**src/shared/snvcs_consts.vh**
```
// Purpose: constants for the serial memory command and status front end
// Assumes: msb-first op-codes, eight bits each
// Notes:   definitions only
`ifndef SNVCS_CONSTS_VH
`define SNVCS_CONSTS_VH

`define SNVCS_OP_SET_PERMIT   8'h06
`define SNVCS_OP_CLR_PERMIT   8'h04
`define SNVCS_OP_STATUS_RD    8'h05
`define SNVCS_OP_STATUS_WR    8'h01
`define SNVCS_OP_MEM_RD       8'h03
`define SNVCS_OP_MEM_WR       8'h02
`define SNVCS_OP_IDENT_RD     8'h9f
`define SNVCS_OP_SLEEP        8'hb9

`define SNVCS_BIT_LOCK        7
`define SNVCS_BIT_PERMIT      1
`define SNVCS_BIT_GUARD_HI    3
`define SNVCS_BIT_GUARD_LO    2
`define SNVCS_NV_MASK         8'hfc
`define SNVCS_STATUS_RESET    8'h00
`define SNVCS_CNT_LAST        3'h7
`define SNVCS_CNT_ZERO        3'h0

`endif

```
**src/hw/snvcs_sync.v**
```verilog
// Purpose: two-flop synchroniser for asynchronous pins
// Assumes: inputs are levels from outside clk_in's domain
// Notes:   first stage read only by the second
`timescale 1ns/1ps
`default_nettype none
module snvcs_sync #(
	parameter W     = 1,
	parameter RST_V = 1'b0
) (
	// clock and reset
	input  wire         clk_in,
	input  wire         rst_in,
	// pins
	input  wire [W-1:0] async_in,
	output wire [W-1:0] sync_out
);
	reg [W-1:0] stage1_q;
	reg [W-1:0] stage2_q;

	always @(posedge clk_in or posedge rst_in) begin
		if (rst_in) begin
			stage1_q <= {W{RST_V}};
			stage2_q <= {W{RST_V}};
		end else begin
			stage1_q <= async_in;
			stage2_q <= stage1_q;
		end
	end

	assign sync_out = stage2_q;
endmodule
`default_nettype wire

```
**src/hw/snvcs_top.v**
```verilog
// Purpose: spi target front end: op-code decode, permit latch, status
// Assumes: serial clock far slower than clk_in; pins sampled by clk_in
// Notes:   array, identity, hold and sleep entry live elsewhere
`timescale 1ns/1ps
`default_nettype none
`include "snvcs_consts.vh"
module snvcs_top (
	// clock and reset
	input  wire       clk_in,
	input  wire       rst_in,
	// spi pins, chip select and guard active low
	input  wire       spi_cs_n_in,
	input  wire       spi_sck_in,
	input  wire       spi_si_in,
	input  wire       write_guard_n_in,
	output wire       spi_so_out,
	output wire       spi_so_oe_out,
	// device side
	input  wire       sleep_return_in,
	output wire       status_write_lock_enable_out,
	output wire       block_guard_sel_hi_out,
	output wire       block_guard_sel_lo_out,
	output wire       write_permit_latch_out,
	output wire       mem_write_allow_out,
	output reg  [7:0] cmd_opcode_out,
	output wire       cmd_valid_out,
	output wire       sleep_req_out
);
	// phases, one-hot
	localparam [4:0] PH_OPCODE = 5'h01;
	localparam [4:0] PH_STRD   = 5'h02;
	localparam [4:0] PH_STWR   = 5'h04;
	localparam [4:0] PH_PASS   = 5'h08;
	localparam [4:0] PH_DONE   = 5'h10;

	wire [3:0] pins_s;
	wire       cs_n_s;
	wire       sck_s;
	wire       si_s;
	wire       guard_n_s;

	// cs and guard idle high so reset looks deselected
	snvcs_sync #(
		.W     (4),
		.RST_V (1'b1)
	) u_sync (
		.clk_in   (clk_in),
		.rst_in   (rst_in),
		.async_in ({spi_cs_n_in, spi_sck_in, spi_si_in, write_guard_n_in}),
		.sync_out (pins_s)
	);
	assign cs_n_s    = pins_s[3];
	assign sck_s     = pins_s[2];
	assign si_s      = pins_s[1];
	assign guard_n_s = pins_s[0];

	// edge finder and phase control
	reg       sck_prev_q;
	reg [4:0] phase_q;
	reg [4:0] phase_d;

	// bit counter and input shifter
	reg [2:0] cnt_q;
	reg [6:0] shift_q;

	// status store and permit latch
	reg [7:0] nv_q;
	reg [7:0] nv_d;
	reg       permit_q;
	reg       permit_d;

	// status-read output path
	reg [7:0] tx_q;
	reg [7:0] tx_d;
	reg       so_q;
	reg       so_d;

	// sleep request and command reporting
	reg       sleep_pend_q;
	reg       sleep_pend_d;
	reg       cmd_valid_q;
	reg       sleep_req_q;
	reg [7:0] op_d;
	reg       valid_d;
	reg       sleep_req_d;

	// edges from synchronised clock; mode 0 and 3 both sample rising
	wire sck_rise = sck_s & ~sck_prev_q;
	wire sck_fall = ~sck_s & sck_prev_q;
	wire active   = ~cs_n_s;
	wire [7:0] byte_in = {shift_q, si_s};
	wire [7:0] status_view;

	// bit 0 forced low, bit 1 is the latch
	assign status_view = {nv_q[7:2], permit_q, 1'b0};

	// blocked if latch clear, or locked while guard low
	// guard pin active low: protected only while lock set and pin low
	wire st_wr_ok = permit_q &
		~(nv_q[`SNVCS_BIT_LOCK] & ~guard_n_s);

	always @* begin
		phase_d      = phase_q;
		permit_d     = permit_q;
		nv_d         = nv_q;
		tx_d         = tx_q;
		so_d         = so_q;
		sleep_pend_d = sleep_pend_q;
		op_d         = cmd_opcode_out;
		valid_d      = 1'b0;
		sleep_req_d  = 1'b0;
		if (sleep_return_in) begin
			permit_d = 1'b0;
		end
		if (!active) begin
			// partial op-code simply dropped on deselect
			phase_d = PH_OPCODE;
			if (sleep_pend_q && phase_q == PH_DONE) begin
				sleep_req_d = 1'b1;
			end
			sleep_pend_d = 1'b0;
		end else begin
			case (phase_q)
			PH_OPCODE: begin
				if (sck_rise && cnt_q == `SNVCS_CNT_LAST) begin
					op_d    = byte_in;
					valid_d = 1'b1;
					case (byte_in)
					`SNVCS_OP_SET_PERMIT: begin
						permit_d = 1'b1;
						phase_d  = PH_DONE;
					end
					`SNVCS_OP_CLR_PERMIT: begin
						permit_d = 1'b0;
						phase_d  = PH_DONE;
					end
					`SNVCS_OP_STATUS_RD: begin
						tx_d    = status_view;
						phase_d = PH_STRD;
					end
					`SNVCS_OP_STATUS_WR: begin
						phase_d = PH_STWR;
					end
					`SNVCS_OP_SLEEP: begin
						sleep_pend_d = 1'b1;
						phase_d      = PH_DONE;
					end
					// memory and identity commands go to the array side
					`SNVCS_OP_MEM_RD,
					`SNVCS_OP_MEM_WR,
					`SNVCS_OP_IDENT_RD: begin
						phase_d = PH_PASS;
					end
					default: begin
						// undefined codes must not arrive; sit it out
						phase_d = PH_DONE;
					end
					endcase
				end
			end
			PH_STRD: begin
				// serial input ignored here
				if (sck_fall) begin
					so_d = tx_q[7];
					tx_d = {tx_q[6:0], 1'b0};
				end
				if (sck_rise && cnt_q == `SNVCS_CNT_LAST) begin
					tx_d = status_view;
				end
			end
			PH_STWR: begin
				if (sck_rise && cnt_q == `SNVCS_CNT_LAST) begin
					if (st_wr_ok) begin
						// latch kept set afterwards
						nv_d = byte_in & `SNVCS_NV_MASK;
					end
					phase_d = PH_DONE;
				end
			end
			PH_PASS: begin
				phase_d = PH_PASS;
			end
			PH_DONE: begin
				// any rising clock edge after sleep op-code cancels it
				if (sck_rise) begin
					sleep_pend_d = 1'b0;
				end
			end
			default: begin
				phase_d = PH_OPCODE;
			end
			endcase
		end
	end

	always @(posedge clk_in or posedge rst_in) begin
		if (rst_in) begin
			// matches synchroniser preset, so no false edge after reset
			sck_prev_q     <= 1'b1;
			phase_q        <= PH_OPCODE;
			cnt_q          <= `SNVCS_CNT_ZERO;
			shift_q        <= 7'h00;
			nv_q           <= `SNVCS_STATUS_RESET;
			permit_q       <= 1'b0;
			tx_q           <= 8'h00;
			so_q           <= 1'b0;
			sleep_pend_q   <= 1'b0;
			cmd_opcode_out <= 8'h00;
			cmd_valid_q    <= 1'b0;
			sleep_req_q    <= 1'b0;
		end else begin
			sck_prev_q     <= sck_s;
			phase_q        <= phase_d;
			nv_q           <= nv_d;
			permit_q       <= permit_d;
			tx_q           <= tx_d;
			so_q           <= so_d;
			sleep_pend_q   <= sleep_pend_d;
			cmd_opcode_out <= op_d;
			cmd_valid_q    <= valid_d;
			sleep_req_q    <= sleep_req_d;
			if (!active) begin
				cnt_q <= `SNVCS_CNT_ZERO;
			end else if (sck_rise) begin
				cnt_q   <= cnt_q + 3'h1;
				shift_q <= byte_in[6:0];
			end
		end
	end

	// released while deselected; only drives in status-read
	assign spi_so_out    = so_q;
	assign spi_so_oe_out = active & (phase_q == PH_STRD);


	// stored status bits straight to the array side
	assign status_write_lock_enable_out = nv_q[`SNVCS_BIT_LOCK];
	assign block_guard_sel_hi_out       = nv_q[`SNVCS_BIT_GUARD_HI];
	assign block_guard_sel_lo_out       = nv_q[`SNVCS_BIT_GUARD_LO];

	// array side applies the guard select bits itself
	assign write_permit_latch_out       = permit_q;
	assign mem_write_allow_out          = permit_q;
	assign cmd_valid_out                = cmd_valid_q;
	assign sleep_req_out                = sleep_req_q;
endmodule
`default_nettype wire

```
**config.mk**
```make
export PLATFORM = sky130hd
export DESIGN_NAME = snvcs_top
export DESIGN_NICKNAME = d
export VERILOG_FILES = /design/src/hw/snvcs_sync.v /design/src/hw/snvcs_top.v
export VERILOG_INCLUDE_DIRS = /design/src /design/src/shared
export SDC_FILE = /design/constraint.sdc
export NUM_CORES = 1
export LEC_CHECK = 0
export BUFFER_PORTS_ARGS = -buffer_cell sky130_fd_sc_hd__buf_2
export CELL_PAD_IN_SITES_DETAIL_PLACEMENT = 1
export CELL_PAD_IN_SITES_GLOBAL_PLACEMENT = 1
export CORE_ASPECT_RATIO = 2
export CORE_UTILIZATION = 40
export CTS_BUF_LIST = sky130_fd_sc_hd__clkbuf_4 sky130_fd_sc_hd__clkbuf_8 sky130_fd_sc_hd__clkbuf_16
export CTS_CLUSTER_SIZE = 16
export DETAILED_ROUTE_END_ITERATION = 10
export GPL_TIMING_DRIVEN = 1
export PLACE_DENSITY_LB_ADDON = 0.12
export SYNTH_ARGS = -nofsm -noshare
export SYNTH_HDL_FRONTEND = slang
export SYNTH_SLANG_ARGS = --single-unit
```
**constraint.sdc**
```tcl
create_clock -name clk_in -period 6.45 [get_ports clk_in]
set_input_delay 0.3225 -clock clk_in [delete_from_list [all_inputs] [get_ports clk_in]]
set_output_delay 0.3225 -clock clk_in [all_outputs]
set_load 0.05 [all_outputs]
```
## Yosys cells after proc, flatten, opt, wreduce, memory -nomap -nowiden

Cells that the tools add are included.
W data, S select, Z words.

- Bits in registers: 51
- Input port bits: 7
- Output and inout port bits: 17
- Word-level logic and storage cells: 88

- Add/sub/neg operators: 1
- Equality and inequality tests: 22
- Mux-type cells: 27
- Bitwise gates (word level): 10
- Reduce and logical (&&, ||, !) cells: 14

Operators by type and width:

| cell | count |
|---|---|
| $mux W8 | 4 |
| $eq A8 B3 Y1 const B | 3 |
| $pmux W5 S4 | 1 |
| $eq A8 B2 Y1 const B | 2 |
| $eq A8 B8 Y1 const B | 2 |
| $pmux W8 S2 | 1 |
| $mux W5 | 3 |
| $pmux W5 S3 | 1 |
| $mux W1 | 13 |
| $ne A3 B2 Y1 const B | 3 |
| $reduce_and A3 Y1 | 3 |
| $eq A8 B1 Y1 const B | 1 |
| $reduce_and A4 Y1 | 2 |
| $mux W3 | 2 |
| $and A1 B1 Y1 | 5 |
| $eq A5 B1 Y1 const B | 1 |
| $eq A5 B2 Y1 const B | 1 |
| $eq A5 B3 Y1 const B | 1 |
| $eq A5 B4 Y1 const B | 1 |
| $eq A5 B5 Y1 const B | 1 |
| $not A1 Y1 | 5 |
| $reduce_and A5 Y1 | 1 |
| $ne A2 B2 Y1 const B | 2 |
| $pmux W1 S2 | 2 |
| other kinds (11) | 13 |

## Longest topological paths before layout

Gate-level depths: netlist of run 1.

- Depth after elaboration: 6
- Gate-level depth with buffers: 7

## Modules after synthesis

Synthesis of run 1 repeated with hierarchy kept, for this count alone.

- Cell total of the unflattened synthesis: 176
- Area, all modules: 2265.9 µm²

By module, submodules not included:

| module | instances | cells an instance | area an instance (µm²) |
|---|---|---|---|
| snvcs_top | 1 | 167 | 2052.0 |
| snvcs_sync | 1 | 9 | 214.0 |

## Least setup slack after synthesis of run 1

Ideal clock, no wire load.

- Path type: register to register
- From: register u_sync.stage2_q[2] (netlist: u_sync.sync_out[2])
- To: register permit_q (netlist: mem_write_allow_out)
- Setup time: 125 ps
- Data arrival time: 2070 ps
- Slack: 4255 ps
- Cell stages (with the launch flop): 7
- Clock period less this slack: 2195 ps
- Path through: dfstp_2 > nor2b_1 > buf_4 > nand2_1 > or4b_1 > nor3b_1 > mux2_2

- Longest elaborated chain between the ends: 5

Ends and longest elaborated chain:

| item | line | source |
|---|---|---|
| start: declaration | snvcs_sync.v:18 | `reg [W-1:0] stage2_q;` |
| start signal: assignment | snvcs_sync.v:23 | `stage2_q <= {W{RST_V}};` |
| start signal: assignment | snvcs_sync.v:26 | `stage2_q <= stage1_q;` |
| $and A1 B1 Y1 | snvcs_top.v:88 | `wire sck_rise = sck_s & ~sck_prev_q;` |
| $logic_and A1 B1 Y1 (no source line) | n/a |  |
| $mux W1 | snvcs_top.v:125 | `` if (sck_rise && cnt_q == `SNVCS_CNT_LAST) begin `` |
| $mux W1 | snvcs_top.v:123 | `case (phase_q)` |
| $mux W1 | snvcs_top.v:115 | `if (!active) begin` |
| net permit_d | snvcs_top.v:70 | `reg permit_d;` |
| end signal: assignment | snvcs_top.v:215 | `permit_q <= permit_d;` |
| end: declaration | snvcs_top.v:69 | `reg permit_q;` |

The timed path passes the listed nets, and every way through them passes these cells.
A chain may end at the register's enable or synchronous reset.

## Worst setup path in the final report of run 1

Same ends and word-level chain as after synthesis.

==> metrics.md, run 1 <==
| Metric | Value |
|---|---|
| Post-synthesis cell area | `~2200 sq um` |
| DRT iter0 DRCs | `19` |
| Initial Utilization | `0.414` |
| Post-synth EDFFs | `0` |
| Critical path arrival | `3.01 ns` |
| Pre-antenna DRT Iters | `3` |
| Min cycle time layout | `approximately 2.8 ns` |
| Worst slew margin | `0.318` |
| WP depth | `5` |
| Outcome | `completed` |
| First-pass GRT wire length | `7610 um` |
| Yosys reg bits | `50` |
| Post-CTS Hold Buffers | `0` |
| Peak supply drop | `between 0.0002 and 0.00025 V` |
| P_leak | `roughly 0.0012 uW` |
| Crit share post-route | `0.437` |
| DRT antenna net count | `0` |
| Crit. End Element | `register` |
| Crit path cell chain | `nor2b_1, nand2_1, or4b_1, nor3b_1, mux2_2` |
| Post-Synthesis Cells | `approximately 170` |
| Layout cell share with drive strength beyond 1 | `0.419` |
| Die width | `roughly 55 um` |
| Clk buf depth | `2` |
| Total grt overflow | `0` |
| Port bufs | `23` |
| Core area | `about 5400 sq um` |
| IO Pins | `24` |
| Crit-path leading delay family | `simple AND/OR/NAND/NOR gates` |
| Num CTS Buffers | `5` |
| Layout area overhead | `11.9%` |
| Initial antenna violation count | `0` |
| Synth cell types | `43` |
| Crit Path Category | `register to register` |
| CP max FO | `8` |
| Int Power | `around 500 uW` |
| Sw frac | `0.252` |
| RSZ-0062 raised after global routing | `no` |
| Synth async-reset ratio | `1.00` |
| Most common cell after layout, fill and taps aside | `dfrtp_1` |
| Worst Hold Class | `input pin to register` |
| Root buffer selected by CTS | `clkbuf_8` |
| Row count | `38` |
| CTS HTree Levels | `2` |
| Clock share of power | `0.348` |
| Number of fill cells | `between 500 and 600` |
| GRT Util Overall | `0.184` |
| Hold Violations, Final | `0` |
| Slew @ Worst Pin | `1.02 ns` |
| Bufs and invs on worst path | `0` |
| Hold path cells | `1` |
| WL/cell | `18.2 um` |
| Area of the multi-input gates | `approximately 900 sq um` |
| Mapped Nets | `~180` |
| Req. time, crit path | `roughly 6.6 ns` |
| DIE AREA | `between 5000 and 6000 sq um` |
| Worst-skew pair later-pin latency | `roughly 0.31 ns` |
| Overall power | `approximately 670 uW` |
| Worst Setup Start Kind | `register` |
| Most frequent cells in the layout | `dfrtp_1 (40), mux2_2 (28), buf_2 (23)` |
| Die height | `about 110 um` |
| Post-CTS Setup Inserts | `0` |
| Post-Syn Area per Cell | `~13 sq um` |
| Final Skew | `~0.01 ns` |
| Final Setup Violations | `0` |
| Placer congestion estimate | `0.828` |
| Nets | `slightly below 200` |
| CP peak stage delay | `0.64 ns` |
| # resized after CTS | `0` |
| Reg2reg path depth | `5` |
| Highest clock rate | `0.355 GHz` |
| DR DRC count | `0` |
| Power Dens Cells | `approximately 270 nW/um^2` |
| Slowest CP cell | `or4b_1` |
| Yosys Warn Count | `0` |
| CTS tree | `built` |
| Max-slew violations | `0` |
| Storage element area | `around 1300 sq um` |
| Setup TNS | `0 ns` |
| Reg clk slew, reported paths | `around 0.09 ns` |
| Seq pwr share | `0.567` |
| Comb power frac | `0.086` |
| Detailed Place HPWL | `between 3000 and 4000 um` |
| Final wirelength | `around 4600 um` |
| Vias in the first global route | `approximately 1600` |
| Number of max-cap violations | `0` |
| Seq/Total Area, Yosys | `0.568` |
| P_sw | `168 uW` |
| N_diodes | `0` |
| Drt via density | `roughly 5.5` |
| Clock sink count | `50` |
| Via count | `1375` |
| Most common flop cell mapped by yosys | `dfrtp_1` |
| Pin count of the biggest net entering global routing | `51` |
logic make-up (layout without fill, tap and decap cells):
logic type / after synthesis / count (layout) / synth area share
flops: 50 / 50 / 0.568
simple gates: 48 / 48 / 0.138
mux: 37 / 37 / 0.196
compound gates: 14 / 14 / 0.0444
buf+inv: 14 / 37 / 0.0304
xor+xnor: 3 / 3 / 0.0118
fa+ha+maj: 2 / 2 / 0.0112
flip-flops by register name, summed over array words and instances, names as in the netlist:
name,cells
spi_so_out,1
cmd_valid_out,1
sleep_pend_q,1
u_sync.stage1_q,4
mem_write_allow_out,1
u_sync.sync_out,4
sleep_req_out,1
nv_q,6
shift_q,7
cnt_q,3
phase_q,5
cmd_opcode_out,8
tx_q,7
sck_prev_q,1
path summary, 6_finish.rpt:
kind	start	end	slack, ns
max	u_sync.sync_out[2]	mem_write_allow_out	3.63
min	spi_sck_in	u_sync.stage1_q[2]	0.11
max reg2reg	u_sync.sync_out[2]	mem_write_allow_out	3.63
min reg2reg	u_sync.stage1_q[1]	u_sync.sync_out[1]	0.35
max in group asynchronous	rst_in	cnt_q[1]	5.56
min in group asynchronous	rst_in	shift_q[5]	0.26
metal layers:
| metal | share of wire | wire length, um | vias to the layer above | GRT usage |
|---|---|---|---|---|
| met2 | 0.58 | 2630 | 16 | 0.322 |
| met3 | 0.022 | 101 | 10 | 0.0381 |
| met5 | 0 | 0 | - | 0 |
| met4 | 0.022 | 102 | 0 | 0.0879 |
| met1 | 0.38 | 1720 | 717 | 0.195 |
| li1 | - | - | 632 | - |
cell usage after synthesis (2+ instances only):
master	number	area [sq um]
or3_1	3	18.8
nand3_1	2	10.0
nor3_1	4	20.0
nor3b_1	2	15.0
mux2_4	6	90.1
and2_1	2	12.5
ha_1	2	25.0
nand2_1	7	26.3
dfrtp_1	40	1000
inv_1	6	22.5
a21oi_1	2	10.0
xnor2_1	2	17.5
nor2_1	10	37.5
mux2i_1	3	30.0
buf_4	2	15.0
clkbuf_1	5	18.8
nor2b_1	3	18.8
dfstp_2	10	263
o21ai_0	2	10.0
nand2b_1	2	12.5
a31oi_1	2	12.5
and3_1	2	12.5
mux2_2	28	315
nor4_1	2	12.5
area by class of cell:
cell class | instances | share of cell area
flip-flops and latches | 50 | 0.508
multi-input cells | 104 | 0.359
repair buffers | 23 | 0.0462
clock buffers | 7 | 0.0362
well taps | 60 | 0.0302
clock inverters | 1 | 0.0121
inverters | 6 | 0.00905
stage by stage:
step,utilization,std cells,worst slack (ns),cell area [sq um],hold WS [ns]
2_1_floorplan,-,168,4.26,2220,0.327
3_3_place_gp,0.441,243,3.77,2370,0.346
3_5_place_dp,0.441,243,3.65,2370,0.347
4_1_cts,0.463,251,3.64,2490,0.0923
5_1_grt,0.463,251,3.47,2490,0.0882
6_report,0.463,251,3.63,2490,0.107
power by group through the flow:
stage / sequential, uW / combinational [uW] / clock [uW]
2_1_floorplan: 367 / 48.9 / 0
3_3_place_gp: 383 / 53.9 / 0
3_5_place_dp: 383 / 58.4 / 0
4_1_cts: 378 / 58.4 / 241
5_1_grt: 383 / 63.4 / 251
6_report: 378 / 57.1 / 232
(Power assumes the default switching activity.)
==> inputs of run 2 (changes only) <==
Clock period 6.45 ns to 2.55 ns, I/O delays scaled along.
==> run 2 against run 1 <==
Effect of this change: die area stayed put; sequential power grew to 2.5 times the previous value; non-clock buffer count increased by 6; sequential cell count did not move; highest routed layer unchanged.
==> metrics.md, run 2 (synthesis gave the netlist of run 1 again) <==
| Metric | Value |
|---|---|
| Clock share of power | `0.384` |
| Biggest regs | `cmd_opcode_out (8), shift_q (7), tx_q (7)` |
| Worst Hold Class | `input pin to async pin` |
| Max-slew violations | `0` |
| Worst Setup Start Kind | `register` |
| WL/cell | `between 15 and 20 um` |
| Dpl cells | `between 200 and 250` |
| Top reg by flops | `cmd_opcode_out` |
| Total grt overflow | `0` |
| Sw frac | `0.245` |
| Slew @ Worst Pin | `~1.0 ns` |
| R2R Path Start | `shift_q[4]` |
| Most common cell after layout, fill and taps aside | `dfrtp_1` |
| Peak supply drop | `between 0.0005 and 0.0006 V` |
| Placer congestion estimate | `between 0.8 and 0.9` |
| # resized after CTS | `0` |
| Via count | `1396` |
| Highest clock rate | `0.453 GHz` |
| DRT iter0 DRCs | `22` |
| Crit share post-route | `0.866` |
| Crit path cell chain | `or3_4, nor4b_4, nand3_1, a211o_1, mux2_4` |
| Overall power | `roughly 1800 uW` |
| Nets | `between 200 and 250` |
| P_sw | `roughly 440 uW` |
| Critical path arrival | `2.41 ns` |
| Number of max-cap violations | `0` |
| Most frequent cells in the layout | `dfrtp_1 (40), mux2_2 (28), buf_2 (23)` |
| GRT Util Overall | `0.193` |
| Layout area overhead | `15.4%` |
| Crit-path leading delay family | `simple AND/OR/NAND/NOR gates` |
| Initial antenna violation count | `0` |
| N_diodes | `0` |
| RSZ-0062 raised after global routing | `no` |
| Row count | `38` |
| Slowest CP cell | `dfrtp_1` |
| Num CTS Buffers | `5` |
| Die width | `roughly 55 um` |
| Comb power frac | `0.082` |
| Layout cell share with drive strength beyond 1 | `0.416` |
| Core area | `5370 sq um` |
| DRT antenna net count | `0` |
| CTS HTree Levels | `2` |
| IO Pins | `24` |
| Final Setup Violations | `0` |
| Min cycle time layout | `~2.2 ns` |
| CP peak stage delay | `0.49 ns` |
| DR DRC count | `0` |
| Req. time, crit path | `around 2.8 ns` |
| Crit Path Category | `register to register` |
| P_leak | `~0.0013 uW` |
| Clk buf depth | `2` |
| Non-Filler Instances | `about 260` |
| Outcome | `completed` |
| Pre-antenna DRT Iters | `4` |
| Drt via density | `between 5 and 6` |
| Pin count of the biggest net entering global routing | `~50` |
| Worst slew margin | `0.302` |
| DIE AREA | `slightly below 6000 sq um` |
| CP max FO | `7` |
| Reg clk slew, reported paths | `~0.090 ns` |
| Final Skew | `0.00581 ns` |
| Reg-to-reg setup timing slack | `0.34 ns` |
| Crit. End Element | `register` |
| Worst-skew pair later-pin latency | `around 0.31 ns` |
| CTS tree | `built` |
| Clock sink count | `50` |
| Largest register FFs | `8` |
| Setup TNS | `0 ns` |
| Detailed Place HPWL | `between 3000 and 4000 um` |
| Die height | `107 um` |
| Reg2reg path depth | `5` |
| Hold Violations, Final | `0` |
| Final wirelength | `4640 um` |
| Seq pwr share | `0.533` |
| Power Dens Cells | `about 700 nW/um^2` |
| Initial Utilization | `0.414` |
| Reg-to-Reg End | `tx_q[3]` |
| Root buffer selected by CTS | `clkbuf_8` |
| First-pass GRT wire length | `slightly below 8000 um` |
| Vias in the first global route | `~1500` |
| Port bufs | `23` |
| Int Power | `1350 uW` |
| Bufs and invs on worst path | `0` |
-- run 2: changes by cell type in the layout (fill, tap and decap cells not counted) --
cell | previous run | this run
buf_4 | 0 | 2
clkbuf_4 | 1 | 0
dlygate4sd3_1 | 0 | 4
bufinv_16 | 1 | 2
-- run 2: cell type report --
cell class / instances / area, sq um
sequential: 50 / 1260
inverter: 6 / 22.5
clock buffer: 6 / 82.6
tap: 60 / 75.1
clock inverter: 2 / 60.1
timing repair buffer: 29 / 170
fill: 572 / 2810
multi-input combinational: 104 / 893
-- run 2: metrics by stage --
step                      utilization  worst slack, ns  area, sq um  hold WS (ns)
after floorplan                     -            0.355         2220         0.132
after global placement          0.444            0.372         2380         0.232
after detailed placement        0.444            0.345         2380         0.234
after CTS                       0.478            0.321         2570        0.0989
after global routing            0.478            0.218         2570         0.151
final                           0.478            0.342         2570        0.0476
-- run 2: timing repair --
action | CTS | global route
setup buffers | 0 | 0
endpoints found under the hold margin | 4 | 0
endpoints found under the setup margin | 0 | 0
hold buffers | 4 | 0
-- run 2: worst max-delay path by stage --
stage	slack, ns	from	cells after the start	end
6_report	0.34	shift_q[4]	5	tx_q[3]
5_1_grt	0.22	shift_q[4]	5	tx_q[3]
4_1_cts	0.32	shift_q[4]	5	tx_q[3]
3_5_place_dp	0.35	shift_q[4]	5	tx_q[3]
3_3_place_gp	0.37	shift_q[4]	5	tx_q[2]
2_1_floorplan	0.36	u_sync.sync_out[2]	6	mem_write_allow_out
-- run 2: power by group through the flow --
| stage | Sequential (uW) | Clock (uW) | Combinational (uW) |
|---|---|---|---|
| after floorplan | 929 | 0 | 124 |
| after global placement | 968 | 0 | 141 |
| after detailed placement | 972 | 0 | 146 |
| after global routing | 969 | 739 | 166 |
| after CTS | 957 | 707 | 151 |
| final | 956 | 688 | 148 |
-- run 2: per-layer routing --
| metal | vias up | track usage | wire [um] |
|---|---|---|---|
| met3 | 6 | 0.0381 | 100 |
| met1 | 722 | 0.226 | 1780 |
| li1 | 649 | - | - |
| met4 | 0 | 0.0879 | 102 |
| met5 | - | 0 | 0 |
| met2 | 19 | 0.320 | 2660 |
==> inputs of run 3 (changes only) <==
Settings changed: GPL_TIMING_DRIVEN 1 to 0.
Clock period 2.55 ns to 2.2 ns, I/O delays scaled along.
==> run 3 against run 2 <==
Effect of this change: non-clock buffer count is 12 higher; highest routed layer unchanged; hold slack gained 0.14 ns; global-route usage down 0.97 points; utilization grew 1.5 points; largest power group unchanged; clock power fell by 20%.
==> metrics.md, run 3 (synthesis gave the netlist of run 1 again) <==
| Metric | Value |
|---|---|
| P_leak | `0.00131 uW` |
| Hold path cells | `3` |
| Post-route cell area | `approximately 2600 sq um` |
| Clk buf depth | `2` |
| Total grt overflow | `0` |
| Num CTS Buffers | `5` |
| Pre-antenna DRT Iters | `4` |
| Worst-skew pair later-pin latency | `roughly 0.30 ns` |
| Critical path arrival | `around 2.3 ns` |
| Largest register FFs | `8` |
| CTS tree | `built` |
| Min cycle time layout | `between 2 and 2.5 ns` |
| Crit share post-route | `0.966` |
| DRT iter0 DRCs | `32` |
| Placer congestion estimate | `a little under 0.8` |
| Reg2reg path depth | `6` |
| GRT Util Overall | `0.183` |
| First-pass GRT wire length | `roughly 7600 um` |
| Most common cell after layout, fill and taps aside | `dfrtp_1` |
| CP max FO | `7` |
| Top reg by flops | `cmd_opcode_out` |
| CTS HTree Levels | `2` |
| Die width | `between 50 and 60 um` |
| N_diodes | `0` |
| Power Dens Cells | `roughly 700 nW/um^2` |
| Drt via density | `between 5 and 6` |
| Initial antenna violation count | `0` |
| Max-slew violations | `0` |
| Worst Setup Start Kind | `register` |
| WL/cell | `17.0 um` |
| Crit. End Element | `register` |
| DIE AREA | `between 5000 and 6000 sq um` |
| Pin count of the biggest net entering global routing | `30` |
| Peak supply drop | `about 0.00057 V` |
| Port bufs | `23` |
| Met1 GRT Util | `0.198` |
| Req. time, crit path | `roughly 2.4 ns` |
| IO Pins | `24` |
| Most frequent cells in the layout | `dfrtp_1 (36), mux2_2 (27), buf_2 (23)` |
| Vias in the first global route | `~1600` |
| Layout cell share with drive strength beyond 1 | `0.469` |
| Storage element area | `~1300 sq um` |
| Global Route met3 Usage | `0.0381` |
| Die height | `about 110 um` |
| DR DRC count | `0` |
| Slew @ Worst Pin | `about 0.49 ns` |
| Overall power | `between 1500 and 2000 uW` |
| Final Setup Violations | `0` |
| Initial Utilization | `0.414` |
| Hold Violations, Final | `0` |
| Worst Hold Class | `input pin to register` |
| Root buffer selected by CTS | `clkbuf_8` |
| Final wirelength | `about 4600 um` |
| Number of fill cells | `around 580` |
| Layout area overhead | `19.1%` |
| Core area | `~5400 sq um` |
| DRT antenna net count | `0` |
| Reg clk slew, reported paths | `~0.080 ns` |
| Biggest regs | `cmd_opcode_out (8), shift_q (7), tx_q (7)` |
| Row count | `38` |
| Area of the multi-input gates | `927 sq um` |
| Met2 Usage GRT | `0.319` |
| Outcome | `completed` |
| Final Skew | `0.00549 ns` |
| Number of max-cap violations | `0` |
| Highest clock rate | `roughly 0.47 GHz` |
| Via count | `between 1000 and 1500` |
| Detailed Place HPWL | `roughly 3400 um` |
| Crit Path Category | `register to register` |
| Clock sink count | `50` |
| Nets | `approximately 220` |
| GRT Max-Usage Layer | `met2` |
| Worst slew margin | `0.673` |
| Area after DPL | `2430 sq um` |
## run 3: cell types whose count changed in the layout (fill, tap and decap cells not counted), sizes merged
cell / change
buf: +7
clkbuf: +6
bufinv: -2
dlygate4sd3: +1
## run 3: final timing paths
check | endpoint | from | slack [ns]
max in group asynchronous | u_sync.stage1_q[2] | rst_in | 1.22
min reg2reg | u_sync.sync_out[1] | u_sync.stage1_q[1] | 0.35
min | mem_write_allow_out | sleep_return_in | 0.19
max | tx_q[6] | shift_q[3] | 0.07
max reg2reg | tx_q[6] | shift_q[3] | 0.07
min in group asynchronous | cmd_opcode_out[7] | rst_in | 0.38
## run 3: cell type report
| cell class | count | share of cell area |
|---|---|---|
| Multi-Input combinational cell | 104 | 0.350 |
| Inverter | 6 | 0.00850 |
| Timing Repair Buffer | 34 | 0.0841 |
| Tap cell | 60 | 0.0283 |
| Sequential cell | 50 | 0.479 |
| Buffer | 7 | 0.0156 |
| Clock buffer | 8 | 0.0345 |
## run 3: timing repair
action,CTS,global route
endpoints found under the hold margin,22,0
setup buffers,1,4
setup endpoints to repair,7,13
resized for setup,4,8
cloned,0,0
pin swaps,0,3
hold buffers,5,0
## run 3: per-stage QoR
| step | hold WS (ns) | std cells | utilization | TNS, ns | setup slack [ns] |
|---|---|---|---|---|---|
| 2_1_floorplan | 0.114 | 168 | - | 0 | 0.00523 |
| 4_1_cts | 0.189 | 266 | 0.484 | 0 | 0.0266 |
| 3_5_place_dp | 0.171 | 252 | 0.453 | -0.611 | -0.258 |
| 5_1_grt | 0.200 | 269 | 0.493 | -0.00340 | -0.00340 |
| 6_report | 0.191 | 269 | 0.493 | 0 | 0.0748 |
| 3_3_place_gp | 0.215 | 251 | 0.449 | -0.732 | -0.249 |
## run 3: where the power goes
part	switching (uW)	total (uW)	internal (uW)
Combinational	88.6	212	123
Clock	288	551	264
Sequential	113	1100	991
Total	489	1870	1380
## run 3: layer usage
| layer | wire length (um) | share of wire |
|---|---|---|
| met5 | 0 | 0 |
| met4 | 114 | 0.025 |
| met3 | 96 | 0.021 |
| met2 | 2660 | 0.58 |
| met1 | 1690 | 0.37 |
## run 3: worst max-delay path, cell delays in order, from the launching register on
cell and delay (ns):
dfrtp_1 0.44, or3_4 0.41, nor4b_4 0.28, nand3_1 0.11
a211o_1 0.32, buf_6 0.15, mux2_4 0.30
